$ cat src/hdl/scchk_defines.vh
// Overview of operation
// Bits 15:13 and 4:0 of each bank word are read/write storage.
// Writable check fields are exposed on the snapshot port for section CRC.
// Check fields steer nothing; they are pure storage.
// Bits 12:5 read as zero always, whatever is written.
// Word at D5h resets to 0005h.
// Word at D6h resets to 0006h.
// Word at D7h resets to 0007h.
// Word at D8h resets to 0008h.
// Word at D9h resets to 0009h.
// Word at DAh resets to 000Ah.
// A write updates only the two check fields; reserved bits stay zero.
`ifndef SCCHK_DEFINES_VH
`define SCCHK_DEFINES_VH
`define SCCHK_ADDR_W 8
`define SCCHK_DATA_W 16
`define SCCHK_NUM_REGS 6
`define SCCHK_OFS_D5 8'hd5
`define SCCHK_OFS_D6 8'hd6
`define SCCHK_OFS_D7 8'hd7
`define SCCHK_OFS_D8 8'hd8
`define SCCHK_OFS_D9 8'hd9
`define SCCHK_OFS_DA 8'hda
`define SCCHK_RST_D5 16'h0005
`define SCCHK_RST_D6 16'h0006
`define SCCHK_RST_D7 16'h0007
`define SCCHK_RST_D8 16'h0008
`define SCCHK_RST_D9 16'h0009
`define SCCHK_RST_DA 16'h000a
`define SCCHK_UPPER_HI 15
`define SCCHK_UPPER_LO 13
`define SCCHK_LOWER_HI 4
`define SCCHK_LOWER_LO 0
`define SCCHK_WMASK 16'he01f
`endif

$ cat src/hdl/scchk_addr_dec.v
`timescale 1ns/1ns
`default_nettype none
`include "scchk_defines.vh"
module scchk_addr_dec (
   // address in
   input wire [`SCCHK_ADDR_W-1:0] addr,
   // one-hot select out
   output reg [`SCCHK_NUM_REGS-1:0] sel,
   output reg hit
);
   always @* begin
      sel = 6'h00;
      case (addr)
         `SCCHK_OFS_D5: sel = 6'h01;
         `SCCHK_OFS_D6: sel = 6'h02;
         `SCCHK_OFS_D7: sel = 6'h04;
         `SCCHK_OFS_D8: sel = 6'h08;
         `SCCHK_OFS_D9: sel = 6'h10;
         `SCCHK_OFS_DA: sel = 6'h20;
         default: sel = 6'h00;
      endcase
      hit = |sel;
   end
endmodule // scchk_addr_dec
`default_nettype wire

$ cat src/hdl/scchk_bank.v
`timescale 1ns/1ns
`default_nettype none
`include "scchk_defines.vh"
module scchk_bank (
   // clock and reset
   input wire clk,
   input wire rst_n,
   // register port
   input wire [`SCCHK_ADDR_W-1:0] regAddr,
   input wire [`SCCHK_DATA_W-1:0] regWrData,
   input wire regWrStb,
   input wire regRdStb,
   output reg [`SCCHK_DATA_W-1:0] regRdData_q,
   // snapshot of all six words for the section crc
   output reg [`SCCHK_NUM_REGS*`SCCHK_DATA_W-1:0] crcImage_q
);

   // reset words as stored; the reserved span is never held
   localparam [`SCCHK_DATA_W-1:0] RST_D5 = `SCCHK_RST_D5 & `SCCHK_WMASK;
   localparam [`SCCHK_DATA_W-1:0] RST_D6 = `SCCHK_RST_D6 & `SCCHK_WMASK;
   localparam [`SCCHK_DATA_W-1:0] RST_D7 = `SCCHK_RST_D7 & `SCCHK_WMASK;
   localparam [`SCCHK_DATA_W-1:0] RST_D8 = `SCCHK_RST_D8 & `SCCHK_WMASK;
   localparam [`SCCHK_DATA_W-1:0] RST_D9 = `SCCHK_RST_D9 & `SCCHK_WMASK;
   localparam [`SCCHK_DATA_W-1:0] RST_DA = `SCCHK_RST_DA & `SCCHK_WMASK;

   // address decode and qualified strobes
   wire [`SCCHK_NUM_REGS-1:0] sel;
   wire hit;
   wire wrGo;
   wire rdGo;

   // write data with the reserved span cleared
   wire [2:0] wrUpper;
   wire [4:0] wrLower;
   wire [`SCCHK_DATA_W-1:0] wrClean;

   // read data before its register
   reg [`SCCHK_DATA_W-1:0] rdMux;

   // word at D5h
   reg wrEnD5;
   wire [`SCCHK_DATA_W-1:0] w0;
   wire [2:0] upperD5;
   wire [4:0] lowerD5;
   wire [`SCCHK_DATA_W-1:0] viewD5;
   reg [`SCCHK_DATA_W-1:0] rdTermD5;

   // word at D6h
   reg wrEnD6;
   wire [`SCCHK_DATA_W-1:0] w1;
   wire [2:0] upperD6;
   wire [4:0] lowerD6;
   wire [`SCCHK_DATA_W-1:0] viewD6;
   reg [`SCCHK_DATA_W-1:0] rdTermD6;

   // word at D7h
   reg wrEnD7;
   wire [`SCCHK_DATA_W-1:0] w2;
   wire [2:0] upperD7;
   wire [4:0] lowerD7;
   wire [`SCCHK_DATA_W-1:0] viewD7;
   reg [`SCCHK_DATA_W-1:0] rdTermD7;

   // word at D8h
   reg wrEnD8;
   wire [`SCCHK_DATA_W-1:0] w3;
   wire [2:0] upperD8;
   wire [4:0] lowerD8;
   wire [`SCCHK_DATA_W-1:0] viewD8;
   reg [`SCCHK_DATA_W-1:0] rdTermD8;

   // word at D9h
   reg wrEnD9;
   wire [`SCCHK_DATA_W-1:0] w4;
   wire [2:0] upperD9;
   wire [4:0] lowerD9;
   wire [`SCCHK_DATA_W-1:0] viewD9;
   reg [`SCCHK_DATA_W-1:0] rdTermD9;

   // word at DAh
   reg wrEnDA;
   wire [`SCCHK_DATA_W-1:0] w5;
   wire [2:0] upperDA;
   wire [4:0] lowerDA;
   wire [`SCCHK_DATA_W-1:0] viewDA;
   reg [`SCCHK_DATA_W-1:0] rdTermDA;

   // field access shared by the write, read and image paths
   function [2:0] upperField;
      input [`SCCHK_DATA_W-1:0] word;
      begin
         upperField = word[`SCCHK_UPPER_HI:`SCCHK_UPPER_LO];
      end
   endfunction

   function [4:0] lowerField;
      input [`SCCHK_DATA_W-1:0] word;
      begin
         lowerField = word[`SCCHK_LOWER_HI:`SCCHK_LOWER_LO];
      end
   endfunction

   // reserved span is rebuilt as zeros, so no stored bit can leak into it
   function [`SCCHK_DATA_W-1:0] packWord;
      input [2:0] upper;
      input [4:0] lower;
      begin
         packWord = {upper, 8'h00, lower};
      end
   endfunction

   scchk_addr_dec uDec (
      .addr(regAddr),
      .sel(sel),
      .hit(hit)
   );

   // unmapped addresses take no write and read back as zero
   assign wrGo = regWrStb & hit;
   assign rdGo = regRdStb & hit;

   assign wrUpper = upperField(regWrData);
   assign wrLower = lowerField(regWrData);
   assign wrClean = packWord(wrUpper, wrLower);

   // check bits steer nothing else in the block
   // word at D5h
   always @* begin
      if (wrGo && sel[0]) begin
         wrEnD5 = 1'b1;
      end else begin
         wrEnD5 = 1'b0;
      end
   end
   scchk_word #(
      .RESET_VAL(RST_D5)
   ) uW0 (
      .clk(clk),
      .rst_n(rst_n),
      .wrEn(wrEnD5),
      .wrData(wrClean),
      .value_q(w0)
   );

   assign upperD5 = upperField(w0);
   assign lowerD5 = lowerField(w0);
   assign viewD5 = packWord(upperD5, lowerD5);
   always @* begin
      if (sel[0]) begin
         rdTermD5 = viewD5;
      end else begin
         rdTermD5 = 16'h0000;
      end
   end

   // word at D6h
   always @* begin
      if (wrGo && sel[1]) begin
         wrEnD6 = 1'b1;
      end else begin
         wrEnD6 = 1'b0;
      end
   end
   scchk_word #(
      .RESET_VAL(RST_D6)
   ) uW1 (
      .clk(clk),
      .rst_n(rst_n),
      .wrEn(wrEnD6),
      .wrData(wrClean),
      .value_q(w1)
   );

   assign upperD6 = upperField(w1);
   assign lowerD6 = lowerField(w1);
   assign viewD6 = packWord(upperD6, lowerD6);
   always @* begin
      if (sel[1]) begin
         rdTermD6 = viewD6;
      end else begin
         rdTermD6 = 16'h0000;
      end
   end

   // word at D7h
   always @* begin
      if (wrGo && sel[2]) begin
         wrEnD7 = 1'b1;
      end else begin
         wrEnD7 = 1'b0;
      end
   end
   scchk_word #(
      .RESET_VAL(RST_D7)
   ) uW2 (
      .clk(clk),
      .rst_n(rst_n),
      .wrEn(wrEnD7),
      .wrData(wrClean),
      .value_q(w2)
   );

   assign upperD7 = upperField(w2);
   assign lowerD7 = lowerField(w2);
   assign viewD7 = packWord(upperD7, lowerD7);
   always @* begin
      if (sel[2]) begin
         rdTermD7 = viewD7;
      end else begin
         rdTermD7 = 16'h0000;
      end
   end

   // word at D8h
   always @* begin
      if (wrGo && sel[3]) begin
         wrEnD8 = 1'b1;
      end else begin
         wrEnD8 = 1'b0;
      end
   end
   scchk_word #(
      .RESET_VAL(RST_D8)
   ) uW3 (
      .clk(clk),
      .rst_n(rst_n),
      .wrEn(wrEnD8),
      .wrData(wrClean),
      .value_q(w3)
   );

   assign upperD8 = upperField(w3);
   assign lowerD8 = lowerField(w3);
   assign viewD8 = packWord(upperD8, lowerD8);
   always @* begin
      if (sel[3]) begin
         rdTermD8 = viewD8;
      end else begin
         rdTermD8 = 16'h0000;
      end
   end

   // word at D9h
   always @* begin
      if (wrGo && sel[4]) begin
         wrEnD9 = 1'b1;
      end else begin
         wrEnD9 = 1'b0;
      end
   end
   scchk_word #(
      .RESET_VAL(RST_D9)
   ) uW4 (
      .clk(clk),
      .rst_n(rst_n),
      .wrEn(wrEnD9),
      .wrData(wrClean),
      .value_q(w4)
   );

   assign upperD9 = upperField(w4);
   assign lowerD9 = lowerField(w4);
   assign viewD9 = packWord(upperD9, lowerD9);
   always @* begin
      if (sel[4]) begin
         rdTermD9 = viewD9;
      end else begin
         rdTermD9 = 16'h0000;
      end
   end

   // word at DAh
   always @* begin
      if (wrGo && sel[5]) begin
         wrEnDA = 1'b1;
      end else begin
         wrEnDA = 1'b0;
      end
   end
   scchk_word #(
      .RESET_VAL(RST_DA)
   ) uW5 (
      .clk(clk),
      .rst_n(rst_n),
      .wrEn(wrEnDA),
      .wrData(wrClean),
      .value_q(w5)
   );

   assign upperDA = upperField(w5);
   assign lowerDA = lowerField(w5);
   assign viewDA = packWord(upperDA, lowerDA);
   always @* begin
      if (sel[5]) begin
         rdTermDA = viewDA;
      end else begin
         rdTermDA = 16'h0000;
      end
   end

   // one select is high at most, so the terms simply merge
   always @* begin
      rdMux = rdTermD5
         | rdTermD6
         | rdTermD7
         | rdTermD8
         | rdTermD9
         | rdTermDA;
   end

   // read data stands one cycle only; unmapped reads return zero
   // with both strobes high the read returns the word as it was before the write
   always @(posedge clk or negedge rst_n) begin
      if (!rst_n) begin
         regRdData_q <= 16'h0000;
      end else if (rdGo) begin
         regRdData_q <= rdMux;
      end else begin
         regRdData_q <= 16'h0000;
      end
   end

   // registered copy, one cycle behind the words, D5h in the low word
   // the crc thus covers the same zeros in the reserved span that software reads
   always @(posedge clk or negedge rst_n) begin
      if (!rst_n) begin
         crcImage_q[15:0] <= RST_D5;
         crcImage_q[31:16] <= RST_D6;
         crcImage_q[47:32] <= RST_D7;
         crcImage_q[63:48] <= RST_D8;
         crcImage_q[79:64] <= RST_D9;
         crcImage_q[95:80] <= RST_DA;
      end else begin
         crcImage_q[15:0] <= viewD5;
         crcImage_q[31:16] <= viewD6;
         crcImage_q[47:32] <= viewD7;
         crcImage_q[63:48] <= viewD8;
         crcImage_q[79:64] <= viewD9;
         crcImage_q[95:80] <= viewDA;
      end
   end

endmodule // scchk_bank
`default_nettype wire

$ cat src/hdl/scchk_word.v
`timescale 1ns/1ns
`default_nettype none
`include "scchk_defines.vh"
module scchk_word #(
   parameter [`SCCHK_DATA_W-1:0] RESET_VAL = 16'h0000
) (
   // clock and reset
   input wire clk,
   input wire rst_n,
   // write side
   input wire wrEn,
   input wire [`SCCHK_DATA_W-1:0] wrData,
   // stored value
   output reg [`SCCHK_DATA_W-1:0] value_q
);
   // reserved bits are never stored, so they cannot drift from zero
   always @(posedge clk or negedge rst_n) begin
      if (!rst_n) begin
         value_q <= RESET_VAL & `SCCHK_WMASK;
      end else if (wrEn) begin
         value_q <= wrData & `SCCHK_WMASK;
      end
   end
endmodule // scchk_word
`default_nettype wire

$ cat config.mk
export PLATFORM = sky130hd
export DESIGN_NAME = scchk_bank
export DESIGN_NICKNAME = d
export VERILOG_FILES = /design/src/hdl/scchk_addr_dec.v /design/src/hdl/scchk_bank.v /design/src/hdl/scchk_word.v
export VERILOG_INCLUDE_DIRS = /design/src /design/src/hdl
export SDC_FILE = /design/constraint.sdc
export NUM_CORES = 1
export LEC_CHECK = 0
export ABC_AREA = 1
export BUFFER_PORTS_ARGS = -buffer_cell sky130_fd_sc_hd__buf_2
export CAP_MARGIN = 0
export CORE_ASPECT_RATIO = 1.2
export CORE_UTILIZATION = 51
export CTS_CLUSTER_SIZE = 25
export DETAILED_ROUTE_END_ITERATION = 6
export GPL_TIMING_DRIVEN = 1
export PLACE_DENSITY = 0.8
export SETUP_SLACK_MARGIN = 0.15
export SLEW_MARGIN = 20
export SYNTH_ARGS = -nofsm -noshare
export SYNTH_HDL_FRONTEND = slang
export SYNTH_SLANG_ARGS = --single-unit
$ cat constraint.sdc
create_clock -name clk -period 1.25 [get_ports clk]
set_input_delay 0.25 -clock clk [delete_from_list [all_inputs] [get_ports clk]]
set_output_delay 0.25 -clock clk [all_outputs]
set_load 0.1 [all_outputs]
# [Word level (Yosys, flattened, before mapping)]
# Index checks and enable logic that the tools add are counted.
[classes] eq_ne=6 mux=14 bitwise=7 reduce_logical=7
[ops] cell="2-to-1 mux 16 bit" n=7
[ops] cell="bitwise OR 16 bit" n=5
[ops] cell="equality test 8 bit, second input constant" n=6
[ops] cell="one-hot mux 6 bit (6 select lines)" n=1
[ops] cell="logical AND 1 bit" n=6
[ops] cell="2-to-1 mux 1 bit" n=6
[ops] cell="OR reduction 6 bit" n=1
[ops] cell="AND 1 bit" n=2
[totals] reg_bits=112 in_bits=28 output_inout_bits=112

# [Longest topological paths before layout]
# Gate-level depths: netlist of run 1.
[logic_depth] word_depth=9 ltp_mapped=11

# [Modules after synthesis]
# A second synthesis of run 1 with hierarchy kept.
[hier_totals] hier_cells=523 area_unflattened_um2=4724.5
[by_module_without_submodules] module="scchk_bank" n_inst=1 cells_each=229 area_each_um2=2319.7 seq_area_each_um2=1416.4
[by_module_without_submodules] module="scchk_word (uW0 ...)" n_inst=4 cells_each=43 area_each_um2=371.6 seq_area_each_um2=202.7
[by_module_without_submodules] module="scchk_word (uW2)" n_inst=1 cells_each=43 area_each_um2=372.9 seq_area_each_um2=203.9
[by_module_without_submodules] module="scchk_word (uW3)" n_inst=1 cells_each=43 area_each_um2=370.4 seq_area_each_um2=201.4
[by_module_without_submodules] module="scchk_addr_dec" n_inst=1 cells_each=36 area_each_um2=175.2 seq_area_each_um2=0.0

# [Least setup slack after synthesis of run 1]
# OpenSTA, ideal clock, no wires.
[synth_path] path_type="input-to-reg" start="in regAddr[5]" end="reg uW2.value_q[13]" t_arrival_ns=1.200 t_required_ns=1.133 setup_slack_ns=-0.067 stages=11 path_buffers=1 cell_sequence="inv_1 > nand2_1 > nor2_4 > buf_6 > nand2_1 > nand2_1 > nor2_4 > nand2_8 > nand3_2 > nand2_1 > nand2_1"
[synth_via] elab_chain_len=6 elab_cells_between_ends=11 cone_classes="eq/ne: 6; mux: 2; bitwise: 1; reduce/logical: 2"
[synth_rtl] element="from (decl)" line_no="scchk_bank.v:9" source="input wire [`SCCHK_ADDR_W-1:0] regAddr,"
[synth_rtl] element="equality test 8 bit" line_no="scchk_addr_dec.v:13" source="case (addr)"
[synth_rtl] element="one-hot mux 6 bit (6 select lines) (*)" line_no="scchk_addr_dec.v:13"
[synth_rtl] element="OR reduction 6 bit" line_no="scchk_addr_dec.v:22" source="hit = |sel;"
[synth_rtl] element="AND 1 bit" line_no="scchk_bank.v:119" source="assign wrGo = regWrStb & hit;"
[synth_rtl] element="logical AND 1 bit (*)" line_no="scchk_bank.v:187" source="if (wrGo && sel[2]) begin"
[synth_rtl] element="2-to-1 mux 1 bit (*)" line_no="scchk_bank.v:187"
[synth_rtl] element="to (signal assigned)" line_no="scchk_word.v:19" source="value_q <= RESET_VAL & `SCCHK_WMASK;"
[synth_rtl] element="to (signal assigned)" line_no="scchk_word.v:21" source="value_q <= wrData & `SCCHK_WMASK;"
[synth_rtl] element="to (decl)" line_no="scchk_word.v:14" source="output reg [`SCCHK_DATA_W-1:0] value_q"
# Mark *: on every way between the ends. The rest lies on a longest branch, timed or not.
# A chain may end at the register's enable or synchronous reset.

# [Worst setup path after layout of run 1]
[layout_path] start="reg crcImage_q[0]" end="out crcImage_q[0]"
[layout_lines] element="from (decl)" line_no="scchk_bank.v:15" source="output reg [`SCCHK_NUM_REGS*`SCCHK_DATA_W-1:0] crcImage_q"
[layout_lines] element="from (signal assigned)" line_no="scchk_bank.v:334" source="crcImage_q[15:0] <= viewD5;"
# No word-level cell between the ends.

==> results of run 1 <==
[power groups by stage]
| stage | registers, mW | clock network (mW) | logic [mW] |
|---|---|---|---|
| 2_1_floorplan | 3.84 | 0 | 0.978 |
| 3_5_place_dp | 3.59 | 0 | 1.47 |
| 5_1_grt | 3.54 | 2.25 | 1.55 |
| 3_3_place_gp | 3.58 | 0 | 1.45 |
| 4_1_cts | 3.53 | 2.11 | 1.49 |
| 6_report | 3.53 | 2.12 | 1.51 |
[final timing paths]
check,from,to,slack [ns],cells after the start
setup / recovery,crcImage_q[0]$_DFF_PN1_,crcImage_q[0],-0.13,1
hold / removal,regWrData[2],uW2.value_q[2]$_DFFE_PN1P_,0.13,3
setup reg to reg,uW2.value_q[4]$_DFFE_PN0P_,regRdData_q[4]$_DFF_PN0_,0.11,4
hold reg to reg,uW0.value_q[0]$_DFFE_PN1P_,crcImage_q[0]$_DFF_PN1_,0.38,0
max in group asynchronous,rst_n,uW4.value_q[0]$_DFFE_PN1P_,0.51,3
min in group asynchronous,rst_n,crcImage_q[19]$_DFF_PN0_,0.24,2
[repair_timing]
action                                  in CTS  in global routing
buffers inserted                             2                  1
hold endpoints to repair                    81                  0
resized for setup                           23                 28
endpoints found under the setup margin     100                 96
pin swaps                                    9                 11
hold buffers                                 1                  0
gates cloned                                 1                  0
[worst min-delay path: stages]
cell	delay (ns)
buf_2	0.13
nand4_1	0.09
nand2_1	0.05
[cells in the final DEF, fill, tap and decap left out, types with 4 or more instances in the layout]
| master | instances |
|---|---|
| buf_2 | 17 |
| a21oi_4 | 4 |
| nand3_1 | 22 |
| o21ai_1 | 23 |
| nand2_1 | 100 |
| nand2_2 | 22 |
| conb_1 | 56 |
| nand2_4 | 10 |
| nor2_4 | 7 |
| dfrtp_2 | 44 |
| inv_1 | 10 |
| clkbuf_8 | 9 |
| dfstp_2 | 24 |
| nor2_1 | 8 |
| nand4_1 | 24 |
| buf_4 | 18 |
| buf_12 | 67 |
| dfrtp_1 | 36 |
[layout make-up]
class / instances / area [um^2]
tap: 114 / 143
inverter: 17 / 87.6
fill: 457 / 1910
clock buffer: 9 / 124
timing repair buffer: 105 / 1610
sequential: 104 / 2690
multi-input combinational: 291 / 1590
clock inverter: 7 / 85.1
[per-layer routing]
layer  vias up  track usage [%]  part of all wire [%]
li1       1463                -                     -
met2       267             42.3                    51
met1      1681             29.5                    35
met5         -                0                     0
met3        66             6.77                   8.5
met4         0             12.7                   5.1
[cell families (layout without fill, tap and decap cells)]
group,count (synthesis),count (layout)
AOI/OAI and AO/OA,30,30
and+or+nand+nor,205,205
DFF,104,104
buffers and inverters,88,138
other,1,56
[state kept, by name, summed over array words and instances (netlist names)]
name / count
uW0.value_q: 8
uW1.value_q: 8
uW2.value_q: 8
crcImage_q: 48
uW5.value_q: 8
regRdData_q: 8
uW3.value_q: 8
uW4.value_q: 8
[through the flow]
stage	power, mW	setup slack, ns	util, %	hold slack (ns)	cells
6_report	7.17	-0.133	76.8	0.132	647
5_1_grt	7.35	-0.151	76.8	0.133	647
4_1_cts	7.13	-0.130	75.3	0.139	646
3_5_place_dp	5.06	-0.362	70.9	0.0981	626
3_3_place_gp	5.04	-0.282	70.9	0.0977	626
2_1_floorplan	4.82	-0.00205	-	-0.0456	483
==> results.sh, run 1 <==
export IMPL_status="finished, violations left"
export IMPL_violations="setup timing"
export IMPL_grtUsageTotal_pct=25.3
export IMPL_place_congestion=0.849
export IMPL_finalHoldViolations=0
export IMPL_core_um2=8240
export IMPL_clk_latency_ns=0.39
export IMPL_power_density_nw_per_um2=1130
export IMPL_path_class="reg -> out"
export IMPL_cts_buffers=9
export IMPL_max_stage_delay_ns=0.57
export IMPL_pwr_share_seq_pct=49.3
export IMPL_drt_total_wl_um=11400
export IMPL_period_needed_ns=1.38
export IMPL_drive_gt1_share_pct=47.3
export IMPL_yosysWarningCount=0
export IMPL_end_kind="primary output"
export IMPL_power_switching_mw=2.64
export IMPL_cts_tree="yes"
export IMPL_setup_violations=14
export IMPL_first_pass_iters=5
export IMPL_fin_worst_skew_ns=0.0147
export IMPL_clkSlewWorstSetupHoldPaths_ns=0.12
export IMPL_postSynthCellCount=428
export IMPL_place_hpwl_um=7420
export IMPL_rsz0062_at_grt="true"
export IMPL_synth_top_family_by_area="simple AND/OR/NAND/NOR gates"
export IMPL_yosysTopAreaCell="dfrtp_1"
export IMPL_antenna_found_initial=0
export IMPL_crit_path_cell_trace="buf_12"
export IMPL_synth_top_area_share_pct=45.6
export IMPL_clkSinkCount=104
export IMPL_startpoint_type="flip-flop"
export IMPL_vias=3477
export IMPL_hold_path_class="in -> reg"
export IMPL_ys_top_cells_by_area="dfrtp_1 46%, dfstp_2 14%, nand2_1 11%, buf_4 9.9%, nand4_1 3.4%"
export IMPL_yosysMostFrequentCell="nand2_1"
export IMPL_area_growth_pct=44.2
export IMPL_die_h_um=104
export IMPL_setup_slack_ns=-0.133
export IMPL_intPower_mw=4.52
export IMPL_grt_pass1_vias=3334
export IMPL_grt_overflow=0
export IMPL_crit_buf_inv=1
export IMPL_max_freq_mhz=723
export IMPL_tns_ns=-1.39
export IMPL_rows=36
export IMPL_dr_first_iter_drc_count=275
export IMPL_synth_xor_area_share_pct=0
export IMPL_synth_distinct_cells=27
export IMPL_path_max_fanout=1
export IMPL_viasPerCell=5.37
export IMPL_n_antenna_cell=0
export IMPL_nets=556
export IMPL_p_leak_nw=2.97
export IMPL_netlist_top_cells_count="128 x nand2_1, 80 x dfrtp_1, 58 x buf_4"
export IMPL_num_io_pins=140
export IMPL_swShare_pct=36.9
export IMPL_die_area_um2=8990
export IMPL_slowest_stage="dfstp_2"
export IMPL_cts_path_max_buffers=2
export IMPL_pwr_share_clk_pct=29.6
export IMPL_synth_compound_area_share_pct=3.42
export IMPL_async_flop_share_pct=100
export IMPL_fin_area_um2=6330
export IMPL_ys_ff_latch=104
export IMPL_pwr_share_comb_pct=21.1
export IMPL_grt_start_max_net_pins=44
export IMPL_synth_simple_area_share_pct=22.3
export IMPL_initial_utilization_pct=53.3
export IMPL_netlist_area_um2=4390
export IMPL_slew_violations=0
export IMPL_synth_edf_count=0
export IMPL_fin_crit_sh_pct=111
export IMPL_grt_pass1_wl_um=17000
export IMPL_crit_family="flip-flops"
export IMPL_routedWlPerCell_um=17.6
export IMPL_h_tree_depth=3
export IMPL_maxCapViolCount=0
export IMPL_ant_nets=0
export IMPL_place_area_um2=5840
export IMPL_vdd_ir_drop_max_mv=0.729
export IMPL_die_w_um=86.7
export IMPL_synth_seq_area_share_pct=59.9
export IMPL_synth_fa_ha_area_share_pct=0
export IMPL_io_buffers=75
export IMPL_synthMuxAreaShare_pct=0
export IMPL_syn_avg_cell_area_um2=10.3
export IMPL_drc_errors=0
export IMPL_cp_required_ns=1.00
export IMPL_clockRootBuffer="clkbuf_8"
export IMPL_crit_arrival_ns=1.13
export IMPL_synth_flop_cell="dfrtp_1"
Note: power is estimated with default switching activity, not from simulation.
==> run 2: changes to the inputs <==
- ABC_AREA: 1 -> default
- CORE_UTILIZATION: 51 -> 50
- PLACE_DENSITY: 0.8 -> 0.79
==> run 2 against run 1 <==
Effect of this change: the flow still finishes with violations (setup timing); setup slack better by 0.0046 ns; largest cell class unchanged; hold slack better by 0.044 ns; utilization fell by 0.64 points; critical path type unchanged.
==> results.sh, run 2 <==
export IMPL_violations="setup timing"
export IMPL_vdd_ir_drop_max_mv=0.936
export IMPL_clk_latency_ns=0.39
export IMPL_viasPerCell=4.95
export IMPL_die_area_um2=8800
export IMPL_drc_errors=0
export IMPL_grt_pass1_vias=2690
export IMPL_setup_slack_ns=-0.129
export IMPL_fin_worst_skew_ns=0.0145
export IMPL_synth_edf_count=0
export IMPL_max_freq_mhz=725
export IMPL_antenna_found_initial=0
export IMPL_core_um2=8150
export IMPL_grtUsageTotal_pct=22.6
export IMPL_grt_overflow=0
export IMPL_initial_utilization_pct=51.7
export IMPL_syn_avg_cell_area_um2=14.6
export IMPL_period_needed_ns=1.38
export IMPL_swShare_pct=36.4
export IMPL_synth_flop_cell="dfrtp_1"
export IMPL_fin_crit_sh_pct=110
export IMPL_area_growth_pct=47.4
export IMPL_hold_path_class="in -> reg"
export IMPL_die_h_um=103
export IMPL_final_cell_count_no_fill=531
export IMPL_place_hpwl_um=6360
export IMPL_synth_distinct_cells=43
export IMPL_io_buffers=75
export IMPL_rows=36
export IMPL_nets=440
export IMPL_ys_ff_latch=104
export IMPL_path_class="reg -> out"
export IMPL_ys_top_cells_by_area="dfrtp_1 48%, dfstp_2 15%, mux2_2 11%, buf_4 10%, mux2_4 2.9%"
export IMPL_grt_pass1_wl_um=14300
export IMPL_drive_gt1_share_pct=66.9
export IMPL_synth_top_area_share_pct=47.5
export IMPL_status="finished, violations left"
export IMPL_fillers=471
export IMPL_netlist_top_cells_count="80 x dfrtp_1, 56 x buf_4, 42 x mux2_2"
export IMPL_h_tree_depth=3
export IMPL_place_congestion=0.878
export IMPL_yosysWarningCount=0
export IMPL_pwr_share_clk_pct=27.1
export IMPL_power_switching_mw=2.87
export IMPL_rsz0062_at_grt="true"
export IMPL_n_antenna_cell=0
export IMPL_layout_commonest_cell="buf_12"
export IMPL_ant_nets=0
export IMPL_total_power_mw=7.89
export IMPL_netlist_area_um2=4210
export IMPL_cts_tree="yes"
export IMPL_layout_common_cells="59 x buf_12, 56 x conb_1, 44 x dfrtp_2"
export IMPL_clockRootBuffer="clkbuf_8"
export IMPL_clkSlewWorstSetupHoldPaths_ns=0.10
export IMPL_crit_arrival_ns=1.13
export IMPL_tns_ns=-2.70
export IMPL_dp_cells=494
export IMPL_power_density_nw_per_um2=1270
export IMPL_first_pass_iters=5
export IMPL_maxCapViolCount=0
export IMPL_max_stage_delay_ns=0.57
export IMPL_crit_family="flip-flops"
export IMPL_postSynthCellCount=288
export IMPL_largest_reg_flops=48
export IMPL_p_leak_nw=2.90
export IMPL_startpoint_type="flip-flop"
export IMPL_synth_seq_area_share_pct=62.5
export IMPL_yosysTopAreaCell="dfrtp_1"
export IMPL_slew_violations=0
export IMPL_vias=2627
export IMPL_grt_start_max_net_pins=56
export IMPL_crit_buf_inv=1
export IMPL_crit_path_cell_trace="buf_12"
export IMPL_slowest_stage="dfstp_2"
export IMPL_intPower_mw=5.02
export IMPL_async_flop_share_pct=100
export IMPL_pwr_share_seq_pct=46.6
export IMPL_finalHoldViolations=0
export IMPL_clkSinkCount=104
export IMPL_pwr_share_comb_pct=26.3
export IMPL_dr_first_iter_drc_count=116
export IMPL_cts_path_max_buffers=2
export IMPL_cts_buffers=9
export IMPL_yosysMostFrequentCell="dfrtp_1"
export IMPL_path_max_fanout=1
export IMPL_drt_total_wl_um=9480
export IMPL_die_w_um=85.8
export IMPL_top_register="crcImage_q"
export IMPL_cp_required_ns=1.00
export IMPL_end_kind="primary output"
export IMPL_setup_violations=46
export IMPL_routedWlPerCell_um=17.8
export IMPL_num_io_pins=140
-- run 2: changes by cell type after synthesis, moves of 5 or more --
cell,before,now
nor2_1,10,5
o21ai_0,16,1
mux2_4,0,8
a21oi_1,6,1
nand2_2,5,0
mux2i_1,0,8
o21ai_1,8,0
inv_2,5,0
mux2_2,0,42
inv_1,12,1
clkbuf_1,0,5
nand2_1,128,3
nand4_1,24,0
nand3_1,22,0
-- run 2: area by class of cell --
class	count	area, um^2	share of cell area (%)
Sequential cell	104	2690	43.3
Timing Repair Buffer	124	1670	26.8
Multi-Input combinational cell	172	1510	24.3
Tap cell	114	143	2.30
Clock buffer	9	124	1.99
Clock inverter	7	80.1	1.29
Inverter	1	3.75	0.0604
-- run 2: stage by stage --
stage          area [um^2]  worst slack (ns)  util [%]  hold WS, ns
2_1_floorplan         4570            -0.381         -      -0.0456
3_3_place_gp          5660            -0.487      69.4        0.112
3_5_place_dp          5660            -0.505      69.4        0.111
4_1_cts               6090            -0.146      74.7        0.167
5_1_grt               6210            -0.153      76.2        0.179
6_report              6210            -0.129      76.2        0.176
-- run 2: repair_timing --
| item | in CTS | in global routing |
|---|---|---|
| hold buffers | 1 | 0 |
| hold endpoints to repair | 49 | 0 |
| gates resized for setup | 26 | 12 |
| setup buffers | 15 | 5 |
| pin swaps | 12 | 9 |
| setup endpoints to repair | 112 | 111 |
-- run 2: routing by layer --
layer / part of all wire (%) / routed length, um / GRT usage [%] / vias up
met4: 2.7 / 259 / 12.8 / 0
met1: 37 / 3520 / 25.9 / 1348
met5: 0 / 0 / 0 / -
met2: 56 / 5330 / 40.0 / 107
met3: 3.8 / 360 / 4.64 / 21
li1: - / - / - / 1151
-- run 2: logic make-up (layout without fill, tap and decap cells) --
kind of cell | after synthesis | in the layout | share of synthesized area [%]
compound gates | 26 | 26 | 4.87
buf+inv | 67 | 141 | 11.4
flops | 104 | 104 | 62.5
mux | 58 | 58 | 16.0
other cells | 1 | 56 | 0.0890
simple gates | 32 | 32 | 5.23
-- run 2: power by group through the flow --
stage | registers [mW] | clock network, mW | logic (mW)
6_report | 3.68 | 2.14 | 2.07
3_3_place_gp | 3.73 | 0 | 1.95
2_1_floorplan | 4.22 | 0 | 1.05
4_1_cts | 3.68 | 2.16 | 2.04
3_5_place_dp | 3.74 | 0 | 1.97
5_1_grt | 3.70 | 2.29 | 2.14
-- run 2: final timing paths --
kind                                             from                     endpoint  slack [ns]  depth (start not counted)
max                          crcImage_q[17]$_DFF_PN1_               crcImage_q[17]       -0.13                          1
min                                      regWrData[4]   uW0.value_q[4]$_DFFE_PN0P_        0.18                          2
max reg2reg                uW5.value_q[4]$_DFFE_PN0P_     regRdData_q[4]$_DFF_PN0_       -0.04                          4
min reg2reg                uW2.value_q[2]$_DFFE_PN1P_     crcImage_q[34]$_DFF_PN1_        0.38                          0
max in group asynchronous                       rst_n     crcImage_q[83]$_DFF_PN1_        0.41                          3
min in group asynchronous                       rst_n  uW0.value_q[13]$_DFFE_PN0P_        0.25                          2
